**src/design/ddr_guard_pkg.sv**
```systemverilog
package ddr_guard_pkg;

   localparam int CORE_PERIOD_PS = 20000;
   localparam int CK_DIV         = 2;        // Memory clock is core clock halved
   localparam int NUM_BANKS      = 4;
   localparam int TIMER_W        = 12;

   typedef logic [TIMER_W-1:0] timer_type;

   // Least time: round up to whole core cycles
   function automatic int up_cycles(input int t_ps);
      return (t_ps + CORE_PERIOD_PS - 1) / CORE_PERIOD_PS;
   endfunction

   localparam int ACT_ACCESS_NS_FAST    = 15;
   localparam int ACT_ACCESS_NS_SLOW    = 18;
   localparam int ROW_ACTIVE_NS_FAST    = 40;
   localparam int ROW_ACTIVE_NS_SLOW    = 42;
   localparam real ROW_ACTIVE_MAX_NS    = 70E+3;
   localparam int ROW_CYCLE_NS_FAST     = 55;
   localparam int ROW_CYCLE_NS_SLOW     = 60;
   localparam int REFRESH_CYCLE_NS_FAST = 70;
   localparam int REFRESH_CYCLE_NS_SLOW = 72;
   localparam real REFRESH_INTERVAL_US  = 7.8;
   localparam int BANK_GAP_NS_FAST      = 10;
   localparam int BANK_GAP_NS_SLOW      = 12;
   localparam int PRECHARGE_NS_FAST     = 15;
   localparam int PRECHARGE_NS_SLOW     = 18;
   localparam int WRITE_RECOVERY_NS     = 15;
   localparam int SR_EXIT_NONREAD_NS    = 75;
   localparam int MODE_SET_CK           = 2;
   localparam int WRITE_TO_READ_CK_FAST = 2;
   localparam int WRITE_TO_READ_CK_SLOW = 1;
   localparam int SR_EXIT_READ_CK       = 200;
   localparam int WRITE_DATA_CK         = 2;  // Command to end of burst-of-two data
   localparam int CK_PERIOD_NS          = CORE_PERIOD_PS * CK_DIV / 1000;

   localparam int ACCESS_CYC_FAST  = up_cycles(ACT_ACCESS_NS_FAST * 1000);
   localparam int ACCESS_CYC_SLOW  = up_cycles(ACT_ACCESS_NS_SLOW * 1000);
   localparam int RAS_CYC_FAST     = up_cycles(ROW_ACTIVE_NS_FAST * 1000);
   localparam int RAS_CYC_SLOW     = up_cycles(ROW_ACTIVE_NS_SLOW * 1000);
   localparam int RAS_MAX_CYC      = int'($floor(ROW_ACTIVE_MAX_NS * 1000.0 / CORE_PERIOD_PS));
   localparam int RC_CYC_FAST      = up_cycles(ROW_CYCLE_NS_FAST * 1000);
   localparam int RC_CYC_SLOW      = up_cycles(ROW_CYCLE_NS_SLOW * 1000);
   localparam int RFC_CYC_FAST     = up_cycles(REFRESH_CYCLE_NS_FAST * 1000);
   localparam int RFC_CYC_SLOW     = up_cycles(REFRESH_CYCLE_NS_SLOW * 1000);
   localparam int REFI_CYC         = int'($floor(REFRESH_INTERVAL_US * 1.0E6 / CORE_PERIOD_PS));
   localparam int RRD_CYC_FAST     = up_cycles(BANK_GAP_NS_FAST * 1000);
   localparam int RRD_CYC_SLOW     = up_cycles(BANK_GAP_NS_SLOW * 1000);
   localparam int RP_CYC_FAST      = up_cycles(PRECHARGE_NS_FAST * 1000);
   localparam int RP_CYC_SLOW      = up_cycles(PRECHARGE_NS_SLOW * 1000);
   localparam int XSNR_CYC         = up_cycles(SR_EXIT_NONREAD_NS * 1000);
   localparam int MRD_CYC          = MODE_SET_CK * CK_DIV;
   localparam int WTR_CYC_FAST     = (WRITE_DATA_CK + WRITE_TO_READ_CK_FAST) * CK_DIV;
   localparam int WTR_CYC_SLOW     = (WRITE_DATA_CK + WRITE_TO_READ_CK_SLOW) * CK_DIV;
   localparam int XSRD_CYC         = SR_EXIT_READ_CK * CK_DIV;
   localparam int WBUSY_CYC        = WRITE_DATA_CK * CK_DIV + 1;
   // Whole clocks of recovery and precharge, each rounded up, after the data
   localparam int DAL_CK_FAST = (WRITE_RECOVERY_NS + CK_PERIOD_NS - 1) / CK_PERIOD_NS
                              + (PRECHARGE_NS_FAST + CK_PERIOD_NS - 1) / CK_PERIOD_NS;
   localparam int DAL_CK_SLOW = (WRITE_RECOVERY_NS + CK_PERIOD_NS - 1) / CK_PERIOD_NS
                              + (PRECHARGE_NS_SLOW + CK_PERIOD_NS - 1) / CK_PERIOD_NS;
   localparam int DAL_CYC_FAST = (WRITE_DATA_CK + DAL_CK_FAST) * CK_DIV;
   localparam int DAL_CYC_SLOW = (WRITE_DATA_CK + DAL_CK_SLOW) * CK_DIV;

   localparam int AUTO_PRE_BIT = 10;

   // Command pins {cs_n, ras_n, cas_n, we_n}
   localparam logic [3:0] PINS_NOP       = 4'h7;
   localparam logic [3:0] PINS_ACTIVATE  = 4'h3;
   localparam logic [3:0] PINS_READ      = 4'h5;
   localparam logic [3:0] PINS_WRITE     = 4'h4;
   localparam logic [3:0] PINS_PRECHARGE = 4'h2;
   localparam logic [3:0] PINS_REFRESH   = 4'h1;
   localparam logic [3:0] PINS_MODE_SET  = 4'h0;

   typedef enum logic [3:0] {
      CMD_NOP, CMD_ACTIVATE, CMD_READ, CMD_WRITE, CMD_WRITE_AP, CMD_PRECHARGE,
      CMD_REFRESH, CMD_MODE_SET, CMD_SELF_REFRESH_ENTER, CMD_SELF_REFRESH_EXIT
   } command_type;

   typedef enum logic [2:0] {
      STROBE_IDLE, STROBE_ARMED, STROBE_PRE, STROBE_WAIT, STROBE_HIGH, STROBE_LOW
   } strobe_state_type;

endpackage

```
**src/design/ddr_command_timing_guard.sv**
```systemverilog
`timescale 1ns/10ps
`default_nettype none
module ddr_command_timing_guard
   import ddr_guard_pkg::*;
(
   input  wire logic              core_clk,
   input  wire logic              rst,
   input  wire logic              fast_grade,
   input  wire logic              req_valid,
   input  wire command_type       req_cmd,
   input  wire logic [1:0]        req_bank,
   input  wire logic [12:0]       req_addr,
   output logic                   req_done,
   output logic                   mem_ck,
   output logic                   mem_ck_n,
   output logic                   mem_cke,
   output logic                   mem_cs_n,
   output logic                   mem_ras_n,
   output logic                   mem_cas_n,
   output logic                   mem_we_n,
   output logic [1:0]             mem_ba,
   output logic [12:0]            mem_addr,
   output logic                   strobe_out,
   output logic                   strobe_oe,
   output logic                   refresh_due,
   output logic [NUM_BANKS-1:0]   bank_overdue
);

   timer_type        access_cnt [NUM_BANKS];
   timer_type        pre_cnt    [NUM_BANKS];
   timer_type        act_cnt    [NUM_BANKS];
   timer_type        open_cnt   [NUM_BANKS];
   logic [NUM_BANKS-1:0] bank_open;
   timer_type        rrd_cnt, rfc_cnt, mrd_cnt, wtr_cnt, xsnr_cnt, xsrd_cnt, wbusy_cnt, refi_cnt;
   logic             in_self_refresh;
   logic             allowed;
   logic             accept;
   logic             slot;
   logic             all_idle;
   strobe_state_type strobe_state;

   function automatic timer_type dec(input timer_type v);
      return (v == '0) ? '0 : v - 1'b1;
   endfunction

   // Count seen at an edge m cycles after loading is n-m, so load n-1
   function automatic timer_type ld(input int n);
      return (n > 0) ? timer_type'(n - 1) : '0;
   endfunction

   function automatic timer_type grade(input logic fast, input int f, input int s);
      return ld(fast ? f : s);
   endfunction

   function automatic timer_type tmax(input timer_type a, input timer_type b);
      return (a > b) ? a : b;
   endfunction

   // Commands leave on the edge where the memory clock falls, so pins are settled at its rise
   assign slot   = mem_ck;
   assign accept = req_valid && slot && allowed && !req_done;

   always_comb begin
      all_idle = 1'b1;
      for (int b = 0; b < NUM_BANKS; b++) begin
         if (bank_open[b] || act_cnt[b] != '0) begin
            all_idle = 1'b0;
         end
      end
   end

   // Gate each command on every spacing that still runs
   always_comb begin
      allowed = 1'b0;
      if (in_self_refresh) begin
         allowed = (req_cmd == CMD_SELF_REFRESH_EXIT);
      end else if (mrd_cnt == '0) begin
         case (req_cmd)
            CMD_ACTIVATE:
               allowed = !bank_open[req_bank] && act_cnt[req_bank] == '0
                         && rrd_cnt == '0 && rfc_cnt == '0 && xsnr_cnt == '0;
            CMD_READ:
               allowed = bank_open[req_bank] && access_cnt[req_bank] == '0
                         && wtr_cnt == '0 && xsrd_cnt == '0;
            CMD_WRITE, CMD_WRITE_AP:
               allowed = bank_open[req_bank] && access_cnt[req_bank] == '0
                         && wbusy_cnt == '0 && xsnr_cnt == '0
                         && (req_cmd == CMD_WRITE || pre_cnt[req_bank] == '0);
            CMD_PRECHARGE:
               allowed = bank_open[req_bank] && pre_cnt[req_bank] == '0
                         && wbusy_cnt == '0 && xsnr_cnt == '0;
            CMD_REFRESH, CMD_SELF_REFRESH_ENTER:
               allowed = all_idle && rfc_cnt == '0 && xsnr_cnt == '0;
            CMD_MODE_SET:
               allowed = all_idle && rfc_cnt == '0 && xsnr_cnt == '0;
            default:
               allowed = 1'b0;
         endcase
      end
   end

   // Memory clock by halving the core clock
   always_ff @(posedge core_clk) begin
      if (rst) begin
         mem_ck   <= 1'b0;
         mem_ck_n <= 1'b1;
      end else begin
         mem_ck   <= !mem_ck;
         mem_ck_n <= mem_ck;
      end
   end

   // Command pins: a command for one memory clock, NOP at other slots
   always_ff @(posedge core_clk) begin
      if (rst) begin
         {mem_cs_n, mem_ras_n, mem_cas_n, mem_we_n} <= PINS_NOP;
         mem_ba   <= '0;
         mem_addr <= '0;
         mem_cke  <= 1'b0;
         req_done <= 1'b0;
      end else begin
         req_done <= accept;
         if (slot) begin
            {mem_cs_n, mem_ras_n, mem_cas_n, mem_we_n} <= PINS_NOP;
         end
         if (accept) begin
            mem_ba   <= req_bank;
            mem_addr <= req_addr;
            case (req_cmd)
               CMD_ACTIVATE:  {mem_cs_n, mem_ras_n, mem_cas_n, mem_we_n} <= PINS_ACTIVATE;
               CMD_READ:      {mem_cs_n, mem_ras_n, mem_cas_n, mem_we_n} <= PINS_READ;
               CMD_WRITE, CMD_WRITE_AP: begin
                  {mem_cs_n, mem_ras_n, mem_cas_n, mem_we_n} <= PINS_WRITE;
                  mem_addr[AUTO_PRE_BIT] <= (req_cmd == CMD_WRITE_AP);
               end
               CMD_PRECHARGE: begin
                  {mem_cs_n, mem_ras_n, mem_cas_n, mem_we_n} <= PINS_PRECHARGE;
                  mem_addr[AUTO_PRE_BIT] <= 1'b0;
               end
               CMD_REFRESH:   {mem_cs_n, mem_ras_n, mem_cas_n, mem_we_n} <= PINS_REFRESH;
               CMD_SELF_REFRESH_ENTER: begin
                  {mem_cs_n, mem_ras_n, mem_cas_n, mem_we_n} <= PINS_REFRESH;
                  mem_cke <= 1'b0;
               end
               CMD_SELF_REFRESH_EXIT: mem_cke <= 1'b1;
               CMD_MODE_SET:  {mem_cs_n, mem_ras_n, mem_cas_n, mem_we_n} <= PINS_MODE_SET;
               default:       {mem_cs_n, mem_ras_n, mem_cas_n, mem_we_n} <= PINS_NOP;
            endcase
         end else if (!in_self_refresh && !mem_cke) begin
            mem_cke <= 1'b1;   // Clock enable rises after reset
         end
      end
   end

   // Per-bank timers and open state
   always_ff @(posedge core_clk) begin
      if (rst) begin
         bank_open <= '0;
         for (int b = 0; b < NUM_BANKS; b++) begin
            access_cnt[b] <= '0;
            pre_cnt[b]    <= '0;
            act_cnt[b]    <= '0;
            open_cnt[b]   <= '0;
         end
      end else begin
         for (int b = 0; b < NUM_BANKS; b++) begin
            access_cnt[b] <= dec(access_cnt[b]);
            pre_cnt[b]    <= dec(pre_cnt[b]);
            act_cnt[b]    <= dec(act_cnt[b]);
            // Saturate so a forgotten row stays flagged rather than wrapping
            open_cnt[b]   <= bank_open[b] ? open_cnt[b] + timer_type'(~&open_cnt[b]) : '0;
            if (accept && req_bank == 2'(b)) begin
               case (req_cmd)
                  CMD_ACTIVATE: begin
                     bank_open[b]  <= 1'b1;
                     access_cnt[b] <= grade(fast_grade, ACCESS_CYC_FAST, ACCESS_CYC_SLOW);
                     pre_cnt[b]    <= grade(fast_grade, RAS_CYC_FAST, RAS_CYC_SLOW);
                     act_cnt[b]    <= grade(fast_grade, RC_CYC_FAST, RC_CYC_SLOW);
                     open_cnt[b]   <= '0;
                  end
                  CMD_PRECHARGE: begin
                     bank_open[b] <= 1'b0;
                     act_cnt[b]   <= tmax(dec(act_cnt[b]), grade(fast_grade, RP_CYC_FAST, RP_CYC_SLOW));
                  end
                  CMD_WRITE_AP: begin
                     bank_open[b] <= 1'b0;
                     act_cnt[b]   <= tmax(dec(act_cnt[b]), grade(fast_grade, DAL_CYC_FAST, DAL_CYC_SLOW));
                  end
                  default: begin
                  end
               endcase
            end
         end
      end
   end

   // Global spacing timers
   always_ff @(posedge core_clk) begin
      if (rst) begin
         {rrd_cnt, rfc_cnt, mrd_cnt, wtr_cnt, wbusy_cnt, xsnr_cnt, xsrd_cnt} <= '0;
         in_self_refresh <= 1'b0;
      end else begin
         rrd_cnt   <= accept && req_cmd == CMD_ACTIVATE
                      ? grade(fast_grade, RRD_CYC_FAST, RRD_CYC_SLOW) : dec(rrd_cnt);
         rfc_cnt   <= accept && req_cmd == CMD_REFRESH
                      ? grade(fast_grade, RFC_CYC_FAST, RFC_CYC_SLOW) : dec(rfc_cnt);
         mrd_cnt   <= accept && req_cmd == CMD_MODE_SET ? ld(MRD_CYC) : dec(mrd_cnt);
         wtr_cnt   <= accept && (req_cmd == CMD_WRITE || req_cmd == CMD_WRITE_AP)
                      ? grade(fast_grade, WTR_CYC_FAST, WTR_CYC_SLOW) : dec(wtr_cnt);
         wbusy_cnt <= accept && (req_cmd == CMD_WRITE || req_cmd == CMD_WRITE_AP)
                      ? ld(WBUSY_CYC) : dec(wbusy_cnt);
         if (accept && req_cmd == CMD_SELF_REFRESH_EXIT) begin
            xsnr_cnt <= ld(XSNR_CYC);
            xsrd_cnt <= ld(XSRD_CYC);
         end else begin
            xsnr_cnt <= dec(xsnr_cnt);
            xsrd_cnt <= dec(xsrd_cnt);
         end
         if (accept && req_cmd == CMD_SELF_REFRESH_ENTER) begin
            in_self_refresh <= 1'b1;
         end else if (accept && req_cmd == CMD_SELF_REFRESH_EXIT) begin
            in_self_refresh <= 1'b0;
         end
      end
   end

   // Refresh interval and overlong-open warnings; self refresh keeps rows alive itself
   always_ff @(posedge core_clk) begin
      if (rst) begin
         refi_cnt     <= '0;
         refresh_due  <= 1'b0;
         bank_overdue <= '0;
      end else begin
         if (accept && (req_cmd == CMD_REFRESH || req_cmd == CMD_SELF_REFRESH_EXIT)) begin
            refi_cnt    <= '0;
            refresh_due <= 1'b0;
         end else if (!in_self_refresh) begin
            refi_cnt <= (refi_cnt == timer_type'(REFI_CYC)) ? refi_cnt : refi_cnt + 1'b1;
            if (refi_cnt >= ld(REFI_CYC)) begin
               refresh_due <= 1'b1;
            end
         end
         for (int b = 0; b < NUM_BANKS; b++) begin
            bank_overdue[b] <= bank_open[b] && open_cnt[b] >= ld(RAS_MAX_CYC);
         end
      end
   end

   // Write strobe: preamble from the sampling rise, high on the next rise, low on the following fall
   always_ff @(posedge core_clk) begin
      if (rst) begin
         strobe_state <= STROBE_IDLE;
         strobe_out   <= 1'b0;
         strobe_oe    <= 1'b0;
      end else begin
         case (strobe_state)
            STROBE_IDLE: begin
               strobe_oe  <= 1'b0;
               strobe_out <= 1'b0;
               if (accept && (req_cmd == CMD_WRITE || req_cmd == CMD_WRITE_AP)) begin
                  strobe_state <= STROBE_ARMED;
               end
            end
            STROBE_ARMED: begin
               strobe_oe    <= 1'b1;
               strobe_state <= STROBE_PRE;
            end
            STROBE_PRE:  strobe_state <= STROBE_WAIT;
            STROBE_WAIT: begin
               strobe_out   <= 1'b1;
               strobe_state <= STROBE_HIGH;
            end
            STROBE_HIGH: begin
               strobe_out   <= 1'b0;
               strobe_state <= STROBE_LOW;
            end
            STROBE_LOW: begin
               strobe_oe    <= 1'b0;
               strobe_state <= STROBE_IDLE;
            end
            default: strobe_state <= STROBE_IDLE;
         endcase
      end
   end

endmodule
`default_nettype wire

```
**config.mk**
```make
export PLATFORM = sky130hd
export DESIGN_NAME = ddr_command_timing_guard
export DESIGN_NICKNAME = d
export VERILOG_FILES = /design/src/design/ddr_guard_pkg.sv /design/src/design/ddr_command_timing_guard.sv
export SDC_FILE = /design/constraint.sdc
export NUM_CORES = 1
export LEC_CHECK = 0
export ABC_AREA = 1
export BUFFER_PORTS_ARGS = -buffer_cell sky130_fd_sc_hd__buf_2
export CAP_MARGIN = 10
export CORE_MARGIN = 1
export CORE_UTILIZATION = 30
export DETAILED_ROUTE_END_ITERATION = 16
export SYNTH_ARGS = -nofsm -noshare
export SYNTH_HDL_FRONTEND = slang
export SYNTH_SLANG_ARGS = --single-unit
export TNS_END_PERCENT = 50
```
**constraint.sdc**
```tcl
create_clock -name core_clk -period 6.5 [get_ports core_clk]
set_input_delay 0.325 -clock core_clk [delete_from_list [all_inputs] [get_ports core_clk]]
set_output_delay 0.325 -clock core_clk [all_outputs]
set_load 0.02 [all_outputs]
```
==> reports/results.ini <==
[synthesis]
yosysSeqAreaShare_pct = 47.8
synth-edff-count = 144
synthSimpleGateAreaFrac_pct = 27.7
async_flop_share_pct = 0
post_synth.cell_area_avg_sq_um = 7.94
yosys_register_bits = 326
synthAdderAreaFrac_pct = 2.70
synthCells = 2099
synth_top_family_by_area = simple AND/OR/NAND/NOR gates
synthMuxAreaShare_pct = 0.0601
synthesis.area_sq_um = 16700
synthDistinctLibCells = 54
yosys.area.top_type_share_pct = 25.9
ys_top_cells_by_area = edfxtp_1 (26%), dfxtp_1 (22%), nor2_1 (10%), nand2_1 (7.2%), inv_1 (6.6%)
synth_compound_area_share_pct = 7.33
ys_warn_count = 0
synth_largest_area_cell = edfxtp_1
yosys_most_used_dff = dfxtp_1
synth_xor_area_share_pct = 6.99

[finish]
post-route-util_pct = 35.7
n_fill_cell = 5653
antennaDiodeCount = 0
regArea_sq_um = 7970
nNetsFinal = 2376
multiInputGateArea_sq_um = 8000
syn2layout_area_growth_pct = 17.9
drive_gt1_share_pct = 7.33
final_area_sq_um = 19600
final_cells = 3096

[floorplan]
dieArea_sq_um = 56500
die_w_um = 238
dieHeight_um = 238
placementRows = 86
initial_core_util_pct = 30.3
io_pins = 53
core-area_sq_um = 55000

[pwr]
p_leak_uw = 0.00857
switching_share_pct = 32.2
comb_power_share_pct = 25.4
clockPowerShare_pct = 33.3
seqPwrFrac_pct = 41.3
p_switching_uw = 2120
internal-power_uw = 4480
power_density_nw_per_um2 = 336
ir_worst_vdd_uv = 177

[critical_path]
cpPeakStageDelay_ps = 640
path_buf_inv = 2
cpMostUsedCell = nand2_1
cp.arrival_ps = 4280
worst-setup-path-type = reg -> reg
cpLargestDelayFamily = simple AND/OR/NAND/NOR gates
path_max_fanout = 24
crit_path_end_kind = flip-flop
crit_required_ps = 6920
startpoint_type = flip-flop
path_cells = inv_1 > ha_1 > nand2_1 > nor2_1 > nand3_1 > nor2_1 > nand3_1 > nand2_1 > nand2_1 > nand2_1 > nand2_1 > nand2_1 > nand2_2 > a21oi_4 > nand2_1 > nand2_1 > inv_1 > nand2_1 > a21oi_1
crit_slowest_cell = a21oi_4

[timing]
tightest_slew_ps = 766
slew_viol_final = 0
timing.final.crit_share_pct = 59.4
rsz0062_at_grt = no
layout_min_cycle_time_ps = 3860
max_freq_ghz = 0.259
finalWorstSetupSlack_ps = 2640
tns_ps = 0
setup_viol = 0
relSlewSlack_pct = 48.8
hold_viol = 0
skew_ps = 19.1

[grt]
grt_overflow = 0
top_usage_layer = met2
grt_util_met3_pct = 2.18
antenna_found_initial = 1
use_met2_pct = 20.6
met1_usage_pct = 15.4
grt_usage_pct = 12.2
grt_max_degree = 59
grt_pass1_wl_mm = 57.8
grt_pass1_vias = 12627

[drt]
drt_first_pass_iters = 5
wire_per_inst_um = 11.1
vias = 13582
vias_per_cell = 4.39
drt_iter0_drc = 575
drt_wl_total_mm = 34.5
antenna_left = 0
drcViolationCount = 0

[placed_design]
place.gp.congestion = 0.880
portBuffers = 52
place_ws_ps = 2680
hpwlAfterDp_mm = 25.4
dp_cells = 3019
place_area_sq_um = 18300

[clocking]
path_clk_slew_ps = 60
cts_inserted_buffers = 39
cts_max_path_buffers = 3
cts_hold_buf = 5
clock_sinks = 326
ctsRootBufferMaster = clkbuf_16
cts_tree = done
post_cts_buffers = 0
cts-resized-gates = 0
clock_latency_ps = 560
cts_max_level = 2

[job]
cap_viol_max_count = 0

[min_path]
hold_path_class = in -> reg

[run_status]
outcome = finished, final reports clean

-- Yosys cell counts, types with 36 or more instances --
cell      count
nor2_1      453
nand2_1     319
inv_1       292
dfxtp_1     182
edfxtp_1    144
nand3_1      92
a21oi_1      88
o21ai_0      88
xor2_1       81
nor3_1       70
xnor2_1      52
ha_1         36
-- flip-flops by register name, indices dropped and copies added (netlist names), 2 cells and up --
name          flops
open_cnt         48
wtr_cnt          12
act_cnt          48
xsrd_cnt         12
wbusy_cnt        12
mem_ba            2
strobe_state      3
rrd_cnt          12
mrd_cnt          12
bank_overdue      4
pre_cnt          48
xsnr_cnt         12
bank_open         4
rfc_cnt          12
mem_addr         13
access_cnt       48
refi_cnt         12
-- metal layers --
metal  up-vias  part of all wire, %
met2       226                   46
met3        63                  4.8
met4         2                  2.7
met5         -                0.038
met1      6190                   46
li1       7101                    -
-- area by class of cell --
cell class,instances,area share (%)
multi-input combinational,1595,40.7
sequential,326,40.6
clock buffer,60,6.01
inverter,295,5.64
tap,748,4.76
timing repair buffer,60,1.69
clock inverter,12,0.643
-- kinds of logic (layout without fill, tap and decap cells) --
group	count (synthesis)	in the layout
DFF	326	326
and+or+nand+nor	1062	1062
AOI/OAI and AO/OA	219	219
other	1	144
buffers and inverters	321	427
xor gates and xnor gates	133	133
adders and majority gates	36	36
muxes	1	1
-- tightest hold or removal path, cell delays in order --
cell and delay, ps:
buf_2 70, o21ai_0 70, nor2_1 90
-- placed cells by master (no fill, tap or decap), types with 20 or more instances in the layout --
master,Yosys,layout
a21oi_1,88,88
buf_2,3,52
clkbuf_16,0,43
conb_1,1,144
dfxtp_1,182,182
edfxtp_1,144,144
ha_1,36,36
inv_1,292,292
nand2_1,319,319
nand3_1,92,92
nand4_1,32,32
nor2_1,453,453
nor3_1,70,70
nor4_1,20,20
o21ai_0,88,88
or2_2,21,21
xnor2_1,52,52
xor2_1,81,81
-- power by group through the flow --
stage	registers, uW	clock network (uW)	logic, uW
6_report	2730	2200	1680
5_1_grt	2770	2340	1940
4_1_cts	2720	2270	1690
3_5_place_dp	2760	0	1670
3_3_place_gp	2750	0	1620
2_1_floorplan	2710	0	1380
-- through the flow --
stage          power (uW)  hold slack [ps]
3_5_place_dp         4430              406
5_1_grt              7060             34.6
6_report             6610             34.0
3_3_place_gp         4370              404
4_1_cts              6680             2.46
2_1_floorplan        4090              393
-- final timing paths --
path,startpoint,end,slack (ps),cells past startpoint
worst max-delay path,act_cnt[1][0],wbusy_cnt[3],2640,19
worst min-delay path,req_addr[7],mem_addr[7],30,3
worst max register to register,act_cnt[1][0],wbusy_cnt[3],2640,19
worst min register to register,rrd_cnt[0],rrd_cnt[0],410,1
Power figures use the tool's default switching activity.
